**src/dhbdc_pkg.sv**
```systemverilog
// constants, enums, structs and helper functions for the dual bridge drive control
// assumes a 200 MHz system clock and a classic wishbone register port
// Function
// - inputs decode to coast, reverse, forward, brake
// - bridge a high-z input holds previous drive
// - bridge a high-z is a third level
// - both a inputs high-z at wake selects parallel
// - parallel mode: bridge b inputs drive both bridges
// - parallel mode ends only at next wake; undervoltage reset also clears it
// - chop trip turns drive off for off-time
// - blanking ignores trip, sets minimum on-time
// - comparator trip input feeds chopping logic
// - off period: 25% fast, 75% slow decay
// - fast decay reverses drive, zero current disables
// - slow decay: both low sides on
// - persistent limit disables bridge, retries later
// - overcurrent per bridge, high and low sides
// - thermal shutdown disables, auto resumes, then releases
// - undervoltage resets all logic, holds fault low
// - faults disable bridges, fault pin unlatched
// - sleep after entry delay, regulator off, z
// - wake automatically, outputs wait wake delay
// - chop off-time is 20 us
// - blanking time is 1.8 us
package dhbdc_pkg;
  localparam int CLK_PERIOD_PS = 5000;
  localparam int CHOP_OFF_NS = 20000;
  localparam int SENSE_BLANK_NS = 1800;
  localparam int OCP_DEGLITCH_NS = 2800;
  localparam int OCP_RETRY_US = 1600;
  localparam int SLEEP_ENTRY_US = 1;
  localparam int WAKE_UP_US = 1;
  localparam int FAST_PERCENT = 25;
  localparam int CHOP_OFF_CYC = (CHOP_OFF_NS * 1000 + CLK_PERIOD_PS - 1) / CLK_PERIOD_PS;
  localparam int CHOP_FAST_CYC = CHOP_OFF_CYC * FAST_PERCENT / 100;
  localparam int SENSE_BLANK_CYC = (SENSE_BLANK_NS * 1000 + CLK_PERIOD_PS - 1) / CLK_PERIOD_PS;
  localparam int OCP_DEG_CYC = (OCP_DEGLITCH_NS * 1000 + CLK_PERIOD_PS - 1) / CLK_PERIOD_PS;
  localparam int OCP_RETRY_CYC = (OCP_RETRY_US * 1000000) / CLK_PERIOD_PS;
  localparam int SLEEP_ENTRY_CYC = (SLEEP_ENTRY_US * 1000000) / CLK_PERIOD_PS;
  localparam int WAKE_UP_CYC = (WAKE_UP_US * 1000000) / CLK_PERIOD_PS;
  localparam int CNT_W = 20;
  // register map
  localparam int WB_ADR_W = 8;
  localparam logic [WB_ADR_W-1:0] REG_CTRL = 8'h00;
  localparam logic [WB_ADR_W-1:0] REG_STATUS = 8'h04;
  localparam int CTRL_CHOP_EN = 0;
  localparam logic CTRL_CHOP_EN_RST = 1'b1;
  localparam int STS_PARALLEL = 0;
  localparam int STS_AWAKE = 1;
  localparam int STS_SLEEP = 2;
  localparam int STS_OCP_A = 3;
  localparam int STS_OCP_B = 4;
  localparam int STS_TSD = 5;
  localparam int STS_FAULT = 6;
  localparam int NUM_BR = 2;
  localparam int BR_A = 0;
  localparam int BR_B = 1;

  typedef enum logic [1:0] {MD_SLEEP, MD_WAKE, MD_RUN, MD_DOZE} dhbdc_mode_e;
  typedef enum logic [1:0] {CM_COAST, CM_REV, CM_FWD, CM_BRAKE} dhbdc_cmd_e;
  typedef enum logic [1:0] {CH_ON, CH_FAST, CH_OFFZ, CH_SLOW} dhbdc_chop_e;

  typedef struct packed {logic en; logic lvl;} dhbdc_pin_s;
  typedef struct packed {logic hiz; logic lvl;} dhbdc_tri_s;
  typedef struct packed {dhbdc_pin_s first; dhbdc_pin_s second;} dhbdc_bridge_s;

  localparam dhbdc_pin_s PIN_Z = '{en: 1'b0, lvl: 1'b0};
  localparam dhbdc_pin_s PIN_L = '{en: 1'b1, lvl: 1'b0};
  localparam dhbdc_pin_s PIN_H = '{en: 1'b1, lvl: 1'b1};

  // two logic inputs to a bridge command
  function automatic dhbdc_cmd_e decode(input logic first, input logic second);
    return dhbdc_cmd_e'({first, second} == 2'h3 ? 2'h3 : {first, second} == 2'h2 ? 2'h2 :
                        {first, second} == 2'h1 ? 2'h1 : 2'h0);
  endfunction : decode

  // pin pattern for a command in a given chopping phase
  function automatic dhbdc_bridge_s drive(input dhbdc_cmd_e cmd, input dhbdc_chop_e ph);
    dhbdc_bridge_s r;
    r = '{first: PIN_Z, second: PIN_Z};
    unique case (ph)
      CH_ON:
      begin
        unique case (cmd)
          CM_COAST: r = '{first: PIN_Z, second: PIN_Z};
          CM_REV: r = '{first: PIN_L, second: PIN_H};
          CM_FWD: r = '{first: PIN_H, second: PIN_L};
          CM_BRAKE: r = '{first: PIN_L, second: PIN_L};
        endcase
      end
      CH_FAST: r = (cmd == CM_FWD) ? '{first: PIN_L, second: PIN_H} :
                                      '{first: PIN_H, second: PIN_L};
      CH_OFFZ: r = '{first: PIN_Z, second: PIN_Z};
      CH_SLOW: r = '{first: PIN_L, second: PIN_L};
    endcase
    return r;
  endfunction : drive
endpackage : dhbdc_pkg

```
**src/dhbdc_top.sv**
```systemverilog
// dual bridge drive control: input decode, chopping, decay, faults, sleep and wake
// assumes all pins are synchronous to sys_clk; rst is the supply undervoltage reset
`timescale 1ns/10ps
module dhbdc_top #(
  parameter int OCP_RETRY_CYC = dhbdc_pkg::OCP_RETRY_CYC,
  parameter int SLEEP_ENTRY_CYC = dhbdc_pkg::SLEEP_ENTRY_CYC,
  parameter int WAKE_UP_CYC = dhbdc_pkg::WAKE_UP_CYC
) (
  input wire logic sys_clk,
  input wire logic rst,
  input wire logic clk_en,
  input wire dhbdc_pkg::dhbdc_tri_s bridge_a_in_first,
  input wire dhbdc_pkg::dhbdc_tri_s bridge_a_in_second,
  input wire logic bridge_b_in_first,
  input wire logic bridge_b_in_second,
  input wire logic sleep_ctrl_n,
  input wire logic [1:0] chop_trip,
  input wire logic [1:0] current_near_zero,
  input wire logic [1:0] fet_limit_high,
  input wire logic [1:0] fet_limit_low,
  input wire logic thermal_shutdown,
  output dhbdc_pkg::dhbdc_bridge_s bridge_a_out,
  output dhbdc_pkg::dhbdc_bridge_s bridge_b_out,
  output dhbdc_pkg::dhbdc_pin_s error_indicator_n,
  output logic internal_regulator_en,
  input wire logic wb_cyc_i,
  input wire logic wb_stb_i,
  input wire logic wb_we_i,
  input wire logic [dhbdc_pkg::WB_ADR_W-1:0] wb_adr_i,
  input wire logic [3:0] wb_sel_i,
  input wire logic [31:0] wb_dat_i,
  output logic [31:0] wb_dat_o,
  output logic wb_ack_o
);
  localparam int W = dhbdc_pkg::CNT_W;
  localparam logic [W-1:0] OFF_LAST = W'(dhbdc_pkg::CHOP_OFF_CYC - 1);
  localparam logic [W-1:0] FAST_LAST = W'(dhbdc_pkg::CHOP_FAST_CYC - 1);
  localparam logic [W-1:0] BLANK_CYC = W'(dhbdc_pkg::SENSE_BLANK_CYC);
  localparam logic [W-1:0] DEG_LAST = W'(dhbdc_pkg::OCP_DEG_CYC - 1);
  localparam logic [W-1:0] RETRY_LAST = W'(OCP_RETRY_CYC - 1);
  localparam logic [W-1:0] SLEEP_LAST = W'(SLEEP_ENTRY_CYC - 1);
  localparam logic [W-1:0] WAKE_LAST = W'(WAKE_UP_CYC - 1);

  dhbdc_pkg::dhbdc_mode_e mode_q;
  dhbdc_pkg::dhbdc_mode_e mode_d;
  logic [W-1:0] mcnt_q;
  logic [W-1:0] mcnt_d;
  logic parallel_q;
  logic parallel_d;
  logic tsd_q;
  logic tsd_dly_q;
  logic chop_en_q;
  dhbdc_pkg::dhbdc_cmd_e cmd_q [dhbdc_pkg::NUM_BR];
  dhbdc_pkg::dhbdc_cmd_e cmd_d [dhbdc_pkg::NUM_BR];
  dhbdc_pkg::dhbdc_cmd_e cmd_in [dhbdc_pkg::NUM_BR];
  dhbdc_pkg::dhbdc_chop_e chop_q [dhbdc_pkg::NUM_BR];
  dhbdc_pkg::dhbdc_chop_e chop_d [dhbdc_pkg::NUM_BR];
  logic [W-1:0] tmr_q [dhbdc_pkg::NUM_BR];
  logic [W-1:0] tmr_d [dhbdc_pkg::NUM_BR];
  logic ocp_q [dhbdc_pkg::NUM_BR];
  logic ocp_d [dhbdc_pkg::NUM_BR];
  logic [W-1:0] ocnt_q [dhbdc_pkg::NUM_BR];
  logic [W-1:0] ocnt_d [dhbdc_pkg::NUM_BR];
  logic [1:0] trip_eff;
  logic [1:0] hold;
  logic [1:0] br_off;
  logic run;
  logic a_any_hiz;
  logic a_all_hiz;
  logic fault_any;
  dhbdc_pkg::dhbdc_bridge_s out_d [dhbdc_pkg::NUM_BR];

  // bridge a tri-level inputs and source selection
  assign a_any_hiz = bridge_a_in_first.hiz | bridge_a_in_second.hiz;
  assign a_all_hiz = bridge_a_in_first.hiz & bridge_a_in_second.hiz;
  assign cmd_in[dhbdc_pkg::BR_B] = dhbdc_pkg::decode(bridge_b_in_first, bridge_b_in_second);
  assign cmd_in[dhbdc_pkg::BR_A] = dhbdc_pkg::decode(bridge_a_in_first.lvl,
                                                     bridge_a_in_second.lvl);
  assign hold[dhbdc_pkg::BR_A] = a_any_hiz & ~parallel_q;
  assign hold[dhbdc_pkg::BR_B] = 1'b0;
  // shared sense resistor in parallel mode: either comparator trips the shared state
  assign trip_eff[dhbdc_pkg::BR_A] = chop_trip[dhbdc_pkg::BR_A];
  assign trip_eff[dhbdc_pkg::BR_B] = parallel_q ? |chop_trip : chop_trip[dhbdc_pkg::BR_B];
  assign run = (mode_q == dhbdc_pkg::MD_RUN) & ~tsd_q;
  // in parallel mode an overcurrent on either half stops the pair
  assign br_off[dhbdc_pkg::BR_A] = ~run | ocp_q[dhbdc_pkg::BR_A] |
                                   (parallel_q & ocp_q[dhbdc_pkg::BR_B]);
  assign br_off[dhbdc_pkg::BR_B] = ~run | ocp_q[dhbdc_pkg::BR_B] |
                                   (parallel_q & ocp_q[dhbdc_pkg::BR_A]);
  assign fault_any = ocp_q[dhbdc_pkg::BR_A] | ocp_q[dhbdc_pkg::BR_B] | tsd_q | tsd_dly_q;

  // sleep, wake and parallel-mode sampling
  always_comb
  begin
    mode_d = mode_q;
    mcnt_d = mcnt_q + W'(1);
    parallel_d = parallel_q;
    unique case (mode_q)
      dhbdc_pkg::MD_SLEEP:
      begin
        mcnt_d = '0;
        if (sleep_ctrl_n)
        begin
          mode_d = dhbdc_pkg::MD_WAKE;
          parallel_d = a_all_hiz;
        end
      end
      dhbdc_pkg::MD_WAKE:
      begin
        if (!sleep_ctrl_n)
        begin
          mode_d = dhbdc_pkg::MD_SLEEP;
        end
        else if (mcnt_q == WAKE_LAST)
        begin
          mode_d = dhbdc_pkg::MD_RUN;
        end
      end
      dhbdc_pkg::MD_RUN:
      begin
        mcnt_d = '0;
        if (!sleep_ctrl_n)
        begin
          mode_d = dhbdc_pkg::MD_DOZE;
        end
      end
      dhbdc_pkg::MD_DOZE:
      begin
        if (sleep_ctrl_n)
        begin
          mode_d = dhbdc_pkg::MD_RUN;
          mcnt_d = '0;
        end
        else if (mcnt_q == SLEEP_LAST)
        begin
          mode_d = dhbdc_pkg::MD_SLEEP;
        end
      end
    endcase
  end

  // mode state, undervoltage reset clears everything including parallel mode
  always_ff @(posedge sys_clk or posedge rst)
  begin
    if (rst)
    begin
      mode_q <= dhbdc_pkg::MD_SLEEP;
      mcnt_q <= '0;
      parallel_q <= 1'b0;
      tsd_q <= 1'b0;
      tsd_dly_q <= 1'b0;
    end
    else if (clk_en)
    begin
      mode_q <= mode_d;
      mcnt_q <= mcnt_d;
      parallel_q <= parallel_d;
      tsd_q <= thermal_shutdown;
      tsd_dly_q <= tsd_q;
    end
  end

  // per-bridge command, chopping and overcurrent state
  for (genvar gb = 0; gb < dhbdc_pkg::NUM_BR; gb++)
  begin : g_br
    logic driving;
    logic limit;
    assign driving = (cmd_q[gb] == dhbdc_pkg::CM_FWD) | (cmd_q[gb] == dhbdc_pkg::CM_REV);
    assign limit = fet_limit_high[gb] | fet_limit_low[gb];

    always_comb
    begin
      cmd_d[gb] = hold[gb] ? cmd_q[gb] : cmd_in[gb];
      chop_d[gb] = chop_q[gb];
      tmr_d[gb] = tmr_q[gb] + W'(1);
      unique case (chop_q[gb])
        dhbdc_pkg::CH_ON:
        begin
          if (!driving || br_off[gb])
          begin
            tmr_d[gb] = '0;
          end
          else if (tmr_q[gb] < BLANK_CYC)
          begin
            tmr_d[gb] = tmr_q[gb] + W'(1);
          end
          else
          begin
            tmr_d[gb] = tmr_q[gb];
            if (trip_eff[gb] && chop_en_q)
            begin
              chop_d[gb] = dhbdc_pkg::CH_FAST;
              tmr_d[gb] = '0;
            end
          end
        end
        dhbdc_pkg::CH_FAST:
        begin
          if (tmr_q[gb] == FAST_LAST)
          begin
            chop_d[gb] = dhbdc_pkg::CH_SLOW;
          end
          else if (current_near_zero[gb])
          begin
            chop_d[gb] = dhbdc_pkg::CH_OFFZ;
          end
        end
        dhbdc_pkg::CH_OFFZ:
        begin
          if (tmr_q[gb] == FAST_LAST)
          begin
            chop_d[gb] = dhbdc_pkg::CH_SLOW;
          end
        end
        dhbdc_pkg::CH_SLOW:
        begin
          if (tmr_q[gb] == OFF_LAST)
          begin
            chop_d[gb] = dhbdc_pkg::CH_ON;
            tmr_d[gb] = '0;
          end
        end
      endcase
      // a new command or a stop restarts with a fresh blanking window
      if (cmd_d[gb] != cmd_q[gb] || br_off[gb])
      begin
        chop_d[gb] = dhbdc_pkg::CH_ON;
        tmr_d[gb] = '0;
      end
    end

    // overcurrent deglitch and retry
    always_comb
    begin
      ocp_d[gb] = ocp_q[gb];
      ocnt_d[gb] = ocnt_q[gb] + W'(1);
      if (ocp_q[gb])
      begin
        if (ocnt_q[gb] == RETRY_LAST)
        begin
          ocp_d[gb] = 1'b0;
          ocnt_d[gb] = '0;
        end
      end
      else if (!limit)
      begin
        ocnt_d[gb] = '0;
      end
      else if (ocnt_q[gb] == DEG_LAST)
      begin
        ocp_d[gb] = 1'b1;
        ocnt_d[gb] = '0;
      end
    end

    always_ff @(posedge sys_clk or posedge rst)
    begin
      if (rst)
      begin
        cmd_q[gb] <= dhbdc_pkg::CM_COAST;
        chop_q[gb] <= dhbdc_pkg::CH_ON;
        tmr_q[gb] <= '0;
        ocp_q[gb] <= 1'b0;
        ocnt_q[gb] <= '0;
      end
      else if (clk_en)
      begin
        cmd_q[gb] <= cmd_d[gb];
        chop_q[gb] <= chop_d[gb];
        tmr_q[gb] <= tmr_d[gb];
        ocp_q[gb] <= ocp_d[gb];
        ocnt_q[gb] <= ocnt_d[gb];
      end
    end

    // pin pattern: parallel mode takes bridge b state for both bridges
    assign out_d[gb] = br_off[gb] ? '{first: dhbdc_pkg::PIN_Z, second: dhbdc_pkg::PIN_Z} :
                       parallel_q ? dhbdc_pkg::drive(cmd_q[dhbdc_pkg::BR_B],
                                                     chop_q[dhbdc_pkg::BR_B]) :
                       dhbdc_pkg::drive(cmd_q[gb], chop_q[gb]);
  end

  // registered pins
  always_ff @(posedge sys_clk or posedge rst)
  begin
    if (rst)
    begin
      bridge_a_out <= '{first: dhbdc_pkg::PIN_Z, second: dhbdc_pkg::PIN_Z};
      bridge_b_out <= '{first: dhbdc_pkg::PIN_Z, second: dhbdc_pkg::PIN_Z};
      error_indicator_n <= dhbdc_pkg::PIN_L;
      internal_regulator_en <= 1'b0;
    end
    else if (clk_en)
    begin
      bridge_a_out <= out_d[dhbdc_pkg::BR_A];
      bridge_b_out <= out_d[dhbdc_pkg::BR_B];
      error_indicator_n <= fault_any ? dhbdc_pkg::PIN_L : dhbdc_pkg::PIN_Z;
      internal_regulator_en <= (mode_d != dhbdc_pkg::MD_SLEEP);
    end
  end

  // wishbone register port
  logic wb_hit;
  logic ctrl_wr;
  logic [31:0] status_word;
  logic [31:0] rd_word;
  assign wb_hit = wb_cyc_i & wb_stb_i & ~wb_ack_o;
  assign ctrl_wr = wb_hit & wb_we_i & wb_sel_i[0] & (wb_adr_i == dhbdc_pkg::REG_CTRL);
  always_comb
  begin
    status_word = '0;
    status_word[dhbdc_pkg::STS_PARALLEL] = parallel_q;
    status_word[dhbdc_pkg::STS_AWAKE] = (mode_q == dhbdc_pkg::MD_RUN);
    status_word[dhbdc_pkg::STS_SLEEP] = (mode_q == dhbdc_pkg::MD_SLEEP);
    status_word[dhbdc_pkg::STS_OCP_A] = ocp_q[dhbdc_pkg::BR_A];
    status_word[dhbdc_pkg::STS_OCP_B] = ocp_q[dhbdc_pkg::BR_B];
    status_word[dhbdc_pkg::STS_TSD] = tsd_q;
    status_word[dhbdc_pkg::STS_FAULT] = fault_any;
  end
  assign rd_word = (wb_adr_i == dhbdc_pkg::REG_CTRL) ? {31'h0000_0000, chop_en_q} :
                   (wb_adr_i == dhbdc_pkg::REG_STATUS) ? status_word : 32'h0000_0000;

  always_ff @(posedge sys_clk or posedge rst)
  begin
    if (rst)
    begin
      wb_ack_o <= 1'b0;
      wb_dat_o <= 32'h0000_0000;
      chop_en_q <= dhbdc_pkg::CTRL_CHOP_EN_RST;
    end
    else if (clk_en)
    begin
      wb_ack_o <= wb_hit;
      wb_dat_o <= wb_hit ? rd_word : 32'h0000_0000;
      if (ctrl_wr)
      begin
        chop_en_q <= wb_dat_i[dhbdc_pkg::CTRL_CHOP_EN];
      end
    end
  end
endmodule : dhbdc_top

```
**config.mk**
```make
export PLATFORM = sky130hd
export DESIGN_NAME = dhbdc_top
export DESIGN_NICKNAME = d
export VERILOG_FILES = /design/src/dhbdc_pkg.sv /design/src/dhbdc_top.sv
export SDC_FILE = /design/constraint.sdc
export NUM_CORES = 1
export LEC_CHECK = 0
export BUFFER_PORTS_ARGS = -buffer_cell sky130_fd_sc_hd__buf_2
export CORE_MARGIN = 10
export CORE_UTILIZATION = 40
export DETAILED_ROUTE_END_ITERATION = 16
export GPL_TIMING_DRIVEN = 0
export PLACE_DENSITY = 0.64
export SLEW_MARGIN = 5
export SYNTH_ARGS = -nofsm -noshare
export SYNTH_HDL_FRONTEND = slang
export SYNTH_SLANG_ARGS = --single-unit
```
**constraint.sdc**
```tcl
create_clock -name sys_clk -period 6.9 [get_ports sys_clk]
set_input_delay 0.69 -clock sys_clk [delete_from_list [all_inputs] [get_ports sys_clk]]
set_output_delay 0.69 -clock sys_clk [all_outputs]
set_load 0.02 [all_outputs]
```
==> results of run 1 <==
-- stage by stage --
| stage | hold WS, ps | area, sq um |
|---|---|---|
| 6_report | 298.4 | 8997 |
| 5_1_grt | 336.8 | 8997 |
| 4_1_cts | 313.9 | 8997 |
| 3_5_place_dp | 474.6 | 8454 |
| 3_3_place_gp | 471.7 | 8422 |
| 2_1_floorplan | 463.3 | 7851 |
-- cell type report --
type | count | area (sq um)
repair buffers | 50 | 272.8
inverters | 33 | 128.9
well taps | 260 | 325.3
clock inverters | 13 | 100.1
clock buffers | 19 | 442.9
multi-input cells | 656 | 4081
plain buffers | 59 | 340.3
fillers | 1849 | 9896
flip-flops and latches | 132 | 3306
-- flip-flops by register name, indices dropped and copies added (netlist names) --
signal,count
ocnt_q,40
tmr_q,40
mcnt_q,20
wb_dat_o,7
chop_q,4
cmd_q,4
bridge_a_out,3
bridge_b_out,3
mode_q,2
ocp_q,2
chop_en_q,1
error_indicator_n,1
internal_regulator_en,1
parallel_q,1
tsd_dly_q,1
tsd_q,1
wb_ack_o,1
-- kinds of logic after synthesis --
logic type,share of synthesized area [%]
xor gates and xnor gates,5.419
AOI/OAI and AO/OA,17.08
buffers and inverters,5.984
adders and majority gates,3.387
muxes,1.839
DFF,42.61
and+or+nand+nor,23.63
other,0.04834
-- synth_stat cells (3+ instances only) --
| library cell | instances |
|---|---|
| nand4_1 | 24 |
| mux2i_1 | 3 |
| xnor2_1 | 18 |
| o21bai_1 | 5 |
| and2_1 | 11 |
| nor4bb_1 | 3 |
| inv_1 | 33 |
| o2bb2ai_1 | 14 |
| a21oi_1 | 28 |
| xor2_1 | 30 |
| o21ai_0 | 37 |
| a22o_1 | 9 |
| buf_4 | 29 |
| nand2_1 | 99 |
| or3_1 | 16 |
| nor4_1 | 16 |
| o41ai_1 | 4 |
| a2bb2oi_1 | 18 |
| mux2_2 | 10 |
| or2_2 | 4 |
| a211oi_1 | 3 |
| o31ai_1 | 17 |
| a21o_1 | 9 |
| and4_1 | 6 |
| clkbuf_1 | 24 |
| ha_1 | 21 |
| o21a_1 | 3 |
| nor4b_1 | 3 |
| buf_1 | 3 |
| nand3_1 | 50 |
| nor2_1 | 86 |
| nor3_1 | 16 |
| or4_1 | 7 |
| nor3b_1 | 3 |
| a31oi_1 | 3 |
| and3_1 | 17 |
| nand2b_1 | 3 |
| dfrtp_1 | 130 |
-- power breakdown --
part / total (W) / leakage, nW / switching, W / internal, W
clock: 0.000844 / 0.253 / 0.000371 / 0.000473
sequential: 0.000863 / 1.79 / 0.0000485 / 0.000814
combinational: 0.000220 / 1.89 / 0.000130 / 0.0000901
total: 0.00193 / 3.93 / 0.000550 / 0.00138
-- layer usage --
layer / up-vias / global-route usage, % / wire length (um)
met4: 0 / 5.055 / 268
met3: 20 / 3.408 / 952
met2: 147 / 23.34 / 8591
met5: - / 0 / 0
met1: 3148 / 20.12 / 9228
li1: 3222 / - / -
-- worst paths after layout --
path / start / endpoint / slack [ps] / cells after the start
min in group sys_clk: bridge_a_out[2]$_DFFE_PP0P_ / bridge_a_out[2]$_DFFE_PP0P_ / 490 / 1
max reg2reg: mode_q[0]$_DFFE_PP0P_ / tmr_q[31]$_DFFE_PP0P_ / 3890 / 8
min: rst / wb_ack_o$_DFFE_PP0P_ / 300 / 2
max: mode_q[0]$_DFFE_PP0P_ / tmr_q[31]$_DFFE_PP0P_ / 3890 / 8
max in group asynchronous: rst / ocnt_q[30]$_DFFE_PP0P_ / 5840 / 3
min reg2reg: bridge_a_out[2]$_DFFE_PP0P_ / bridge_a_out[2]$_DFFE_PP0P_ / 490 / 1
-- critical path: stages (launching register included) --
cell and delay (ps):
dfrtp_1 470, nand2b_1 210, a2111oi_2 650, and2_1 310, a41o_1 300, or2_1 130
clkbuf_1 350, buf_2 330, o22ai_1 130
-- cell usage in the layout, fill, tap and decap left out, types with 4 or more instances in the layout --
| cell type | count |
|---|---|
| a21o_1 | 9 |
| a21oi_1 | 28 |
| a22o_1 | 9 |
| a2bb2oi_1 | 18 |
| and2_1 | 11 |
| and3_1 | 17 |
| and4_1 | 6 |
| buf_2 | 51 |
| buf_4 | 29 |
| clkbuf_1 | 25 |
| clkbuf_16 | 17 |
| clkinvlp_4 | 5 |
| conb_1 | 26 |
| dfrtp_1 | 130 |
| ha_1 | 21 |
| inv_1 | 32 |
| inv_6 | 6 |
| mux2_2 | 10 |
| nand2_1 | 99 |
| nand3_1 | 50 |
| nand4_1 | 24 |
| nor2_1 | 86 |
| nor3_1 | 16 |
| nor4_1 | 16 |
| o21ai_0 | 37 |
| o21bai_1 | 5 |
| o2bb2ai_1 | 14 |
| o31ai_1 | 17 |
| o41ai_1 | 4 |
| or2_2 | 4 |
| or3_1 | 16 |
| or4_1 | 7 |
| xnor2_1 | 18 |
| xor2_1 | 30 |
==> results.py, run 1 <==
metrics = {
    "route": {
        "vias": 6537,
        "drtAntennaViolNets": 0,
        "routedWlPerCell_um": 15.58,
        "drt_iter0_markers": 416,
        "drt_first_pass_iters": 5,
        "via_per_inst": 5.349,
        "wl_mm": 19.04,
        "drc": 0,
    },
    "sta": {
        "worstMarginPinSlew_ps": 686.8,
        "setup_ws_ps": 3893,
        "fmax_mhz": 332.5,
        "fin_worst_skew_ps": 14.16,
        "tns_ps": 0,
        "period_minus_slack_ps": 3007,
        "setup_violations": 0,
        "max_slew_margin_pct": 54.21,
        "rsz0062_at_grt": "no",
        "slew_viol_final": 0,
        "hold_violations": 0,
        "fin_crit_sh_pct": 43.58,
    },
    "synthesis": {
        "syn-instance-count": 855,
        "yosysWarningCount": 0,
        "synth-edff-count": 0,
        "ys_ff_latch": 132,
        "yosysSeqAreaShare_pct": 42.61,
        "post-synth-top-area-fraction_pct": 41.94,
        "ys.flop_type": "dfrtp_1",
        "synth_top_area_cell": "dfrtp_1",
        "synth.distinct_cells": 67,
        "synth.area.top_cells": "dfrtp_1 42%, nand2_1 4.8%, nor2_1 4.2%",
        "async_flop_share_pct": 100.0,
        "avgSynthCellArea_sq_um": 9.073,
        "netlist_area_sq_mm": 0.007757,
    },
    "die": {
        "fp-row-count": 50,
        "start_util_pct": 41.06,
        "core-area_sq_mm": 0.01889,
        "die_height_um": 159.3,
        "dieArea_sq_mm": 0.02536,
        "ios": 110,
        "die_w_um": 159.3,
    },
    "placed_design": {
        "place_inst": 1190,
        "port_buffers": 49,
        "place_congestion": 0.9144,
        "dp_hpwl_mm": 13.70,
        "pre_cts_ws_ps": 3940,
    },
    "clock_network": {
        "cts_tree": "yes",
        "cts_buffers": 17,
        "root_buffer": "clkbuf_16",
        "clk_pin_slew_worst_paths_ps": 70,
        "postCtsResizedCells": 0,
        "clock_sinks": 132,
        "clockBufferDepth": 2,
        "clock_latency_ps": 430,
        "post_cts_buffers": 0,
        "cts-htree-levels": 4,
        "cts_hold_buf": 0,
    },
    "setup_path": {
        "path_max_fanout": 10,
        "critPathCaptureType": "flop",
        "arrival_ps": 3310,
        "crit_type": "reg -> reg",
        "start_kind": "flop",
        "required_ps": 7200,
    },
    "final_layout": {
        "diodes": 0,
        "syn_to_final_growth_pct": 15.98,
        "final_util_pct": 47.62,
        "layout-drive-gt1-share_pct": 15.07,
        "layout.cells.non_filler": 1222,
        "nets": 1036,
    },
    "status": {
        "status": "finished clean",
    },
    "flow_run": {
        "drv_cap": 0,
    },
    "power": {
        "powerDensity_mw_per_mm2": 214.2,
        "power_w": 0.001927,
        "leakagePower_nw": 3.932,
        "peakVddDrop_uv": 140.8,
    },
    "global_route": {
        "grtUsageTotal_pct": 15.01,
        "grt_pass1_wl_mm": 31.74,
        "antenna_found_initial": 0,
        "grt_pass1_vias": 6275,
        "grt-ovfl-total": 0,
        "grt_max_degree": 84,
    },
    "worst_hold_path": {
        "min_path_type": "in -> async",
    },
}
Power figures use the tool's default switching activity.
==> inputs of run 2 (changes only) <==
--- a/config.mk
+++ b/config.mk
@@ -5,12 +5,13 @@
 export SDC_FILE = /design/constraint.sdc
 export NUM_CORES = 1
 export LEC_CHECK = 0
+export ABC_AREA = 1
 export BUFFER_PORTS_ARGS = -buffer_cell sky130_fd_sc_hd__buf_2
 export CORE_MARGIN = 10
 export CORE_UTILIZATION = 40
 export DETAILED_ROUTE_END_ITERATION = 16
 export GPL_TIMING_DRIVEN = 0
-export PLACE_DENSITY = 0.64
+export PLACE_DENSITY = 0.66
 export SLEW_MARGIN = 5
 export SYNTH_ARGS = -nofsm -noshare
 export SYNTH_HDL_FRONTEND = slang
==> constraint.sdc (replaced) <==
create_clock -name sys_clk -period 2.7 [get_ports sys_clk]
set_input_delay 0.27 -clock sys_clk [delete_from_list [all_inputs] [get_ports sys_clk]]
set_output_delay 0.27 -clock sys_clk [all_outputs]
set_load 0.02 [all_outputs]
==> results.py, run 2 <==
metrics = {
    "clock_network": {
        "cts_buffers": 17,
        "clockBufferDepth": 2,
        "clock_sinks": 132,
        "cts_hold_buf": 0,
        "cts-htree-levels": 4,
        "clock_latency_ps": 430,
        "clk_pin_slew_worst_paths_ps": 70,
        "post_cts_buffers": 0,
        "postCtsResizedCells": 0,
        "root_buffer": "clkbuf_16",
        "cts_tree": "yes",
    },
    "power": {
        "p_int_w": 0.004009,
        "powerDensity_mw_per_mm2": 561.9,
        "leakagePower_nw": 5.092,
        "peakVddDrop_uv": 408.6,
        "power_w": 0.005786,
        "swShare_pct": 30.71,
        "switching_power_w": 0.001777,
        "clockPowerShare_pct": 41.3,
        "seqPwrFrac_pct": 41.5,
        "combPwrFrac_pct": 17.2,
    },
    "synthesis": {
        "yosysWarningCount": 0,
        "ys_ff_latch": 132,
        "netlist_area_sq_mm": 0.008952,
        "synth_commonest_cells": "358 x nand2_1, 170 x inv_1, 170 x nor2_1",
        "yosysMostFrequentCell": "nand2_1",
        "yosysSeqAreaShare_pct": 36.93,
        "synth-edff-count": 0,
        "synth.area.top_cells": "dfrtp_1 36%, nand2_1 15%, inv_1 7.1%",
        "avgSynthCellArea_sq_um": 6.924,
        "async_flop_share_pct": 100.0,
        "synth_top_area_cell": "dfrtp_1",
        "post-synth-top-area-fraction_pct": 36.34,
        "syn-instance-count": 1293,
        "ys.flop_type": "dfrtp_1",
        "synth.distinct_cells": 49,
    },
    "setup_path": {
        "crit_type": "reg -> reg",
        "crit_path_cell_trace": "ha_1 > nand2_1 > nor2_2 > nand2_1 > nand3b_1 > nand2_1 > nand3_1 > nand2_1 > inv_1 > nand3_1 > nand2_1",
        "critPathLaunch": "tmr_q[20]$_DFFE_PP0P_",
        "critPathSlowestCell": "dfrtp_1",
        "start_kind": "flop",
        "slowest_delay_ps": 460,
        "endpoint": "tmr_q[21]$_DFFE_PP0P_",
        "r2r_cells": 11,
        "cpMostUsedCell": "nand2_1",
        "path_max_fanout": 6,
        "rrSetupSlack_ps": 450,
        "critPathCaptureType": "flop",
        "crit-reg2reg-launch": "tmr_q[20]$_DFFE_PP0P_",
        "arrival_ps": 2570,
        "r2r_end": "tmr_q[21]$_DFFE_PP0P_",
        "required_ps": 3020,
    },
    "route": {
        "drc": 0,
        "drt_iter0_markers": 528,
        "routedWlPerCell_um": 13.87,
        "via_per_inst": 4.934,
        "vias": 8285,
        "drtAntennaViolNets": 0,
        "wl_mm": 23.28,
        "drt_first_pass_iters": 5,
    },
    "sta": {
        "worstMarginPinSlew_ps": 860.4,
        "setup_ws_ps": 446.0,
        "setup_violations": 0,
        "whs_ps": -1.811,
        "rsz0062_at_grt": "no",
        "fin_worst_skew_ps": 16.21,
        "fin_crit_sh_pct": 83.48,
        "hold_violations": 3,
        "max_slew_margin_pct": 42.52,
        "tns_ps": 0,
        "period_minus_slack_ps": 2254,
        "slew_viol_final": 0,
        "fmax_mhz": 443.7,
    },
    "die": {
        "core-area_sq_mm": 0.02189,
        "dieArea_sq_mm": 0.02876,
        "die_w_um": 169.6,
        "die_height_um": 169.6,
        "ios": 110,
        "fp-row-count": 54,
        "start_util_pct": 40.90,
    },
    "final_layout": {
        "final_cell_mix": "358 x nand2_1, 170 x nor2_1, 169 x inv_1",
        "nets": 1475,
        "layout-drive-gt1-share_pct": 12.65,
        "largestRegisters": "ocnt_q (40), tmr_q (40), mcnt_q (20)",
        "design_area_sq_mm": 0.01030,
        "diodes": 0,
        "final_common_cell": "nand2_1",
        "layout.cells.non_filler": 1679,
        "syn_to_final_growth_pct": 15.02,
    },
    "placed_design": {
        "port_buffers": 48,
        "dp_hpwl_mm": 17.67,
        "pre_cts_ws_ps": 474.0,
        "place_inst": 1649,
        "placed_cell_area_sq_mm": 0.009701,
        "place_congestion": 0.9257,
    },
    "global_route": {
        "antenna_found_initial": 0,
        "grt_pass1_vias": 7916,
        "grt-ovfl-total": 0,
        "grt_max_degree": 39,
        "grtUsageTotal_pct": 16.50,
        "grt_pass1_wl_mm": 39.27,
    },
    "worst_hold_path": {
        "min_path_type": "in -> async",
    },
    "flow_run": {
        "drv_cap": 0,
    },
    "status": {
        "status": "complete, but fails checks",
        "violations": "negative hold slack",
    },
}
-- run 2: cell count changes in the layout (fill, tap and decap cells not counted), sizes merged, moves of 16 or more --
cell	previous run	this run
inv	38	175
and3	17	1
nor2	86	177
o31ai	17	1
nand2	99	365
a2bb2oi	18	0
nand3	50	122
o21ai	39	72
-- run 2: power by group through the flow --
| stage | sequential [W] | clock [W] | combinational, W |
|---|---|---|---|
| floorplan | 0.00238 | 0 | 0.000768 |
| global placement | 0.00243 | 0 | 0.000967 |
| detailed placement | 0.00243 | 0 | 0.000996 |
| CTS | 0.00240 | 0.00244 | 0.00100 |
| global route | 0.00244 | 0.00252 | 0.00115 |
| finish | 0.00240 | 0.00239 | 0.000996 |
-- run 2: layer usage --
layer  track usage [%]  share of wire, %  up-vias
met1             21.56                47     3821
met3             3.844               5.6       23
li1                  -                 -     4271
met5                 0                 0        -
met4             5.666               1.3        0
met2             26.20                47      170
-- run 2: logic make-up (layout without fill, tap and decap cells) --
logic type / Yosys count / in the layout / synth area share [%]
AOI/OAI and AO/OA: 132 / 132 / 8.637
and+or+nand+nor: 750 / 750 / 36.98
other: 1 / 26 / 0.04189
xor gates and xnor gates: 27 / 27 / 2.642
adders and majority gates: 21 / 21 / 2.935
DFF: 132 / 132 / 36.93
buffers and inverters: 230 / 311 / 11.84
-- run 2: how the worst min path moves through the flow --
stage	start	end	slack, ps	cells past startpoint
final	rst	wb_ack_o$_DFFE_PP0P_	-2	2
after global routing	rst	wb_ack_o$_DFFE_PP0P_	50	2
after CTS	rst	wb_ack_o$_DFFE_PP0P_	20	2
after detailed placement	wb_dat_o[4]$_DFFE_PP0P_	wb_dat_o[4]$_DFFE_PP0P_	470	2
after global placement	wb_dat_o[4]$_DFFE_PP0P_	wb_dat_o[4]$_DFFE_PP0P_	460	2
after floorplan	bridge_b_in_second	cmd_q[0]$_DFFE_PP0P_	390	2
-- run 2: critical path: cells and delay by family, from the launching register on --
kind	cells	cell delay, ps
buffers and inverters	1	80
flip-flops	1	460
adder cells (fa/ha/maj)	1	290
AND/OR/NAND/NOR	9	1320
-- run 2: area by class of cell --
| cell class | count | area [sq um] |
|---|---|---|
| fill | 2273 | 11590 |
| multi-input combinational | 956 | 4681 |
| sequential | 132 | 3306 |
| inverter | 175 | 665.6 |
| clock buffer | 19 | 442.9 |
| buffer | 55 | 397.9 |
| tap | 280 | 350.3 |
| timing repair buffer | 51 | 300.3 |
| clock inverter | 11 | 153.9 |
-- run 2: metrics by stage --
stage | utilization, % | hold slack (ps)
after detailed placement | 44.31 | 468.6
after global placement | 44.04 | 460.8
after global routing | 47.04 | 53.75
after CTS | 47.04 | 15.79
final | 47.04 | -1.811
after floorplan | - | 391.0
==> inputs of run 3 (changes only) <==
--- a/config.mk
+++ b/config.mk
@@ -11,7 +11,7 @@
 export CORE_UTILIZATION = 40
 export DETAILED_ROUTE_END_ITERATION = 16
 export GPL_TIMING_DRIVEN = 0
-export PLACE_DENSITY = 0.66
+export PLACE_DENSITY = 0.64
 export SLEW_MARGIN = 5
 export SYNTH_ARGS = -nofsm -noshare
 export SYNTH_HDL_FRONTEND = slang
==> constraint.sdc (replaced) <==
create_clock -name sys_clk -period 2.2 [get_ports sys_clk]
set_input_delay 0.22 -clock sys_clk [delete_from_list [all_inputs] [get_ports sys_clk]]
set_output_delay 0.22 -clock sys_clk [all_outputs]
set_load 0.02 [all_outputs]
==> results.py, run 3 (synthesized netlist as in run 2, its figures left out) <==
metrics = {
    "setup_path": {
        "crit_type": "reg -> reg",
        "required_ps": 2520,
        "critPathSlowestCell": "dfrtp_2",
        "cpMostUsedCell": "nand2_1",
        "path_max_fanout": 6,
        "crit_path_cell_trace": "ha_2 > nand2_1 > nor2_4 > nand2_1 > nand3b_1 > nand2_1 > nand3_2 > nand2_1 > inv_1 > nand3_1 > nand2_1",
        "start_kind": "flop",
        "slowest_delay_ps": 420,
        "critPathCaptureType": "flop",
        "arrival_ps": 2290,
    },
    "power": {
        "leakagePower_nw": 5.097,
        "combPwrFrac_pct": 17.7,
        "clockPowerShare_pct": 40.0,
        "power_w": 0.006957,
        "p_int_w": 0.004751,
        "seqPwrFrac_pct": 42.3,
        "swShare_pct": 31.72,
        "switching_power_w": 0.002207,
        "peakVddDrop_uv": 549.1,
        "powerDensity_mw_per_mm2": 672.7,
    },
    "placed_design": {
        "dp_hpwl_mm": 17.59,
        "place_inst": 1650,
        "place_congestion": 0.8863,
        "port_buffers": 48,
        "placed_cell_area_sq_mm": 0.009728,
    },
    "sta": {
        "fin_crit_sh_pct": 89.24,
        "tns_ps": 0,
        "slew_viol_final": 0,
        "setup_violations": 0,
        "rsz0062_at_grt": "no",
        "hold_violations": 0,
        "worstMarginPinSlew_ps": 684.7,
        "fin_worst_skew_ps": 11.86,
        "max_slew_margin_pct": 54.36,
        "fmax_mhz": 509.3,
        "period_minus_slack_ps": 1963,
        "whs_ps": 34.67,
    },
    "clock_network": {
        "clk_pin_slew_worst_paths_ps": 60,
        "cts-htree-levels": 4,
        "clock_latency_ps": 430,
        "clockBufferDepth": 2,
        "clock_sinks": 132,
        "cts_buffers": 17,
        "root_buffer": "clkbuf_16",
        "post_cts_buffers": 0,
        "cts_tree": "yes",
    },
    "die": {
        "die_height_um": 169.6,
        "dieArea_sq_mm": 0.02876,
        "core-area_sq_mm": 0.02189,
        "die_w_um": 169.6,
        "ios": 110,
        "fp-row-count": 54,
        "start_util_pct": 40.90,
    },
    "final_layout": {
        "layout.cells.non_filler": 1684,
        "layout-drive-gt1-share_pct": 13.20,
        "final_common_cell": "nand2_1",
        "syn_to_final_growth_pct": 15.53,
        "design_area_sq_mm": 0.01034,
        "final_cell_mix": "358 x nand2_1, 170 x nor2_1, 168 x inv_1",
        "nets": 1476,
        "largestRegisters": "ocnt_q (40), tmr_q (40), mcnt_q (20)",
    },
    "route": {
        "wl_mm": 23.07,
        "vias": 8195,
        "drtAntennaViolNets": 0,
        "via_per_inst": 4.866,
        "drt_first_pass_iters": 5,
        "drt_iter0_markers": 524,
        "drc": 0,
        "routedWlPerCell_um": 13.70,
    },
    "flow_run": {
        "drv_cap": 0,
    },
    "status": {
        "status": "finished clean",
    },
    "global_route": {
        "antenna_found_initial": 2,
        "grtUsageTotal_pct": 16.55,
        "grt-ovfl-total": 0,
        "grt_pass1_vias": 7927,
        "grt_max_degree": 38,
        "grt_pass1_wl_mm": 39.39,
    },
    "worst_hold_path": {
        "min_path_type": "in -> reg",
    },
}
==> run 3: final timing paths <==
kind | from | endpoint | slack [ps] | cells past startpoint
max | tmr_q[20]$_DFFE_PP0P_ | tmr_q[21]$_DFFE_PP0P_ | 240 | 11
min | wb_dat_i[0] | chop_en_q$_DFFE_PP1P_ | 30 | 3
max reg2reg | tmr_q[20]$_DFFE_PP0P_ | tmr_q[21]$_DFFE_PP0P_ | 240 | 11
min reg2reg | bridge_b_out[2]$_DFFE_PP0P_ | bridge_b_out[2]$_DFFE_PP0P_ | 480 | 2
max in group asynchronous | rst | error_indicator_n[1]$_DFFE_PP1P_ | 970 | 5
min in group asynchronous | rst | mcnt_q[7]$_DFFE_PP0P_ | 400 | 3
==> run 3: critical path: cells and delay by family (launching register included) <==
kind,cells,cell delay [ps]
AND/OR/NAND/NOR,9,1110
flip-flops,1,420
adder cells (fa/ha/maj),1,240
buffers and inverters,1,70
==> run 3: power groups by stage <==
stage          Sequential (W)  Combinational [W]  Clock [W]
2_1_floorplan         0.00292           0.000943          0
3_3_place_gp          0.00298            0.00119          0
3_5_place_dp          0.00298            0.00123          0
4_1_cts               0.00294            0.00124    0.00285
5_1_grt               0.00299            0.00142    0.00297
6_report              0.00294            0.00123    0.00279
==> run 3: cell type report <==
type | instances | area [sq um]
fillers | 2250 | 11550
multi-input cells | 956 | 4703
flip-flops and latches | 132 | 3307
inverters | 175 | 669.4
clock buffers | 20 | 456.7
plain buffers | 54 | 394.1
well taps | 280 | 350.3
repair buffers | 53 | 337.8
clock inverters | 12 | 118.9
diodes | 2 | 5.005
==> run 3: metrics by stage <==
step                util (%)  worst slack (ps)
floorplan                  -             344.4
global placement       44.04            -640.7
detailed placement     44.44            -5.452
CTS                    47.14             95.11
global route           47.25             8.528
finish                 47.25             236.6
==> run 3: routing by layer <==
layer  vias to the layer above  global-route usage [%]  wire [um]
li1                       4280                       -          -
met1                      3746                   21.95      11190
met2                       138                   26.37      10460
met3                        31                   3.404       1021
met4                         0                   5.366        400
met5                         -                       0          0
==> run 3: what timing repair did <==
item | in CTS | in global routing
gates resized for setup | 1 | 6
endpoints found under the hold margin | 18 | 0
hold buffers | 1 | 0
setup endpoints to repair | 3 | 18
pin swaps | 0 | 0
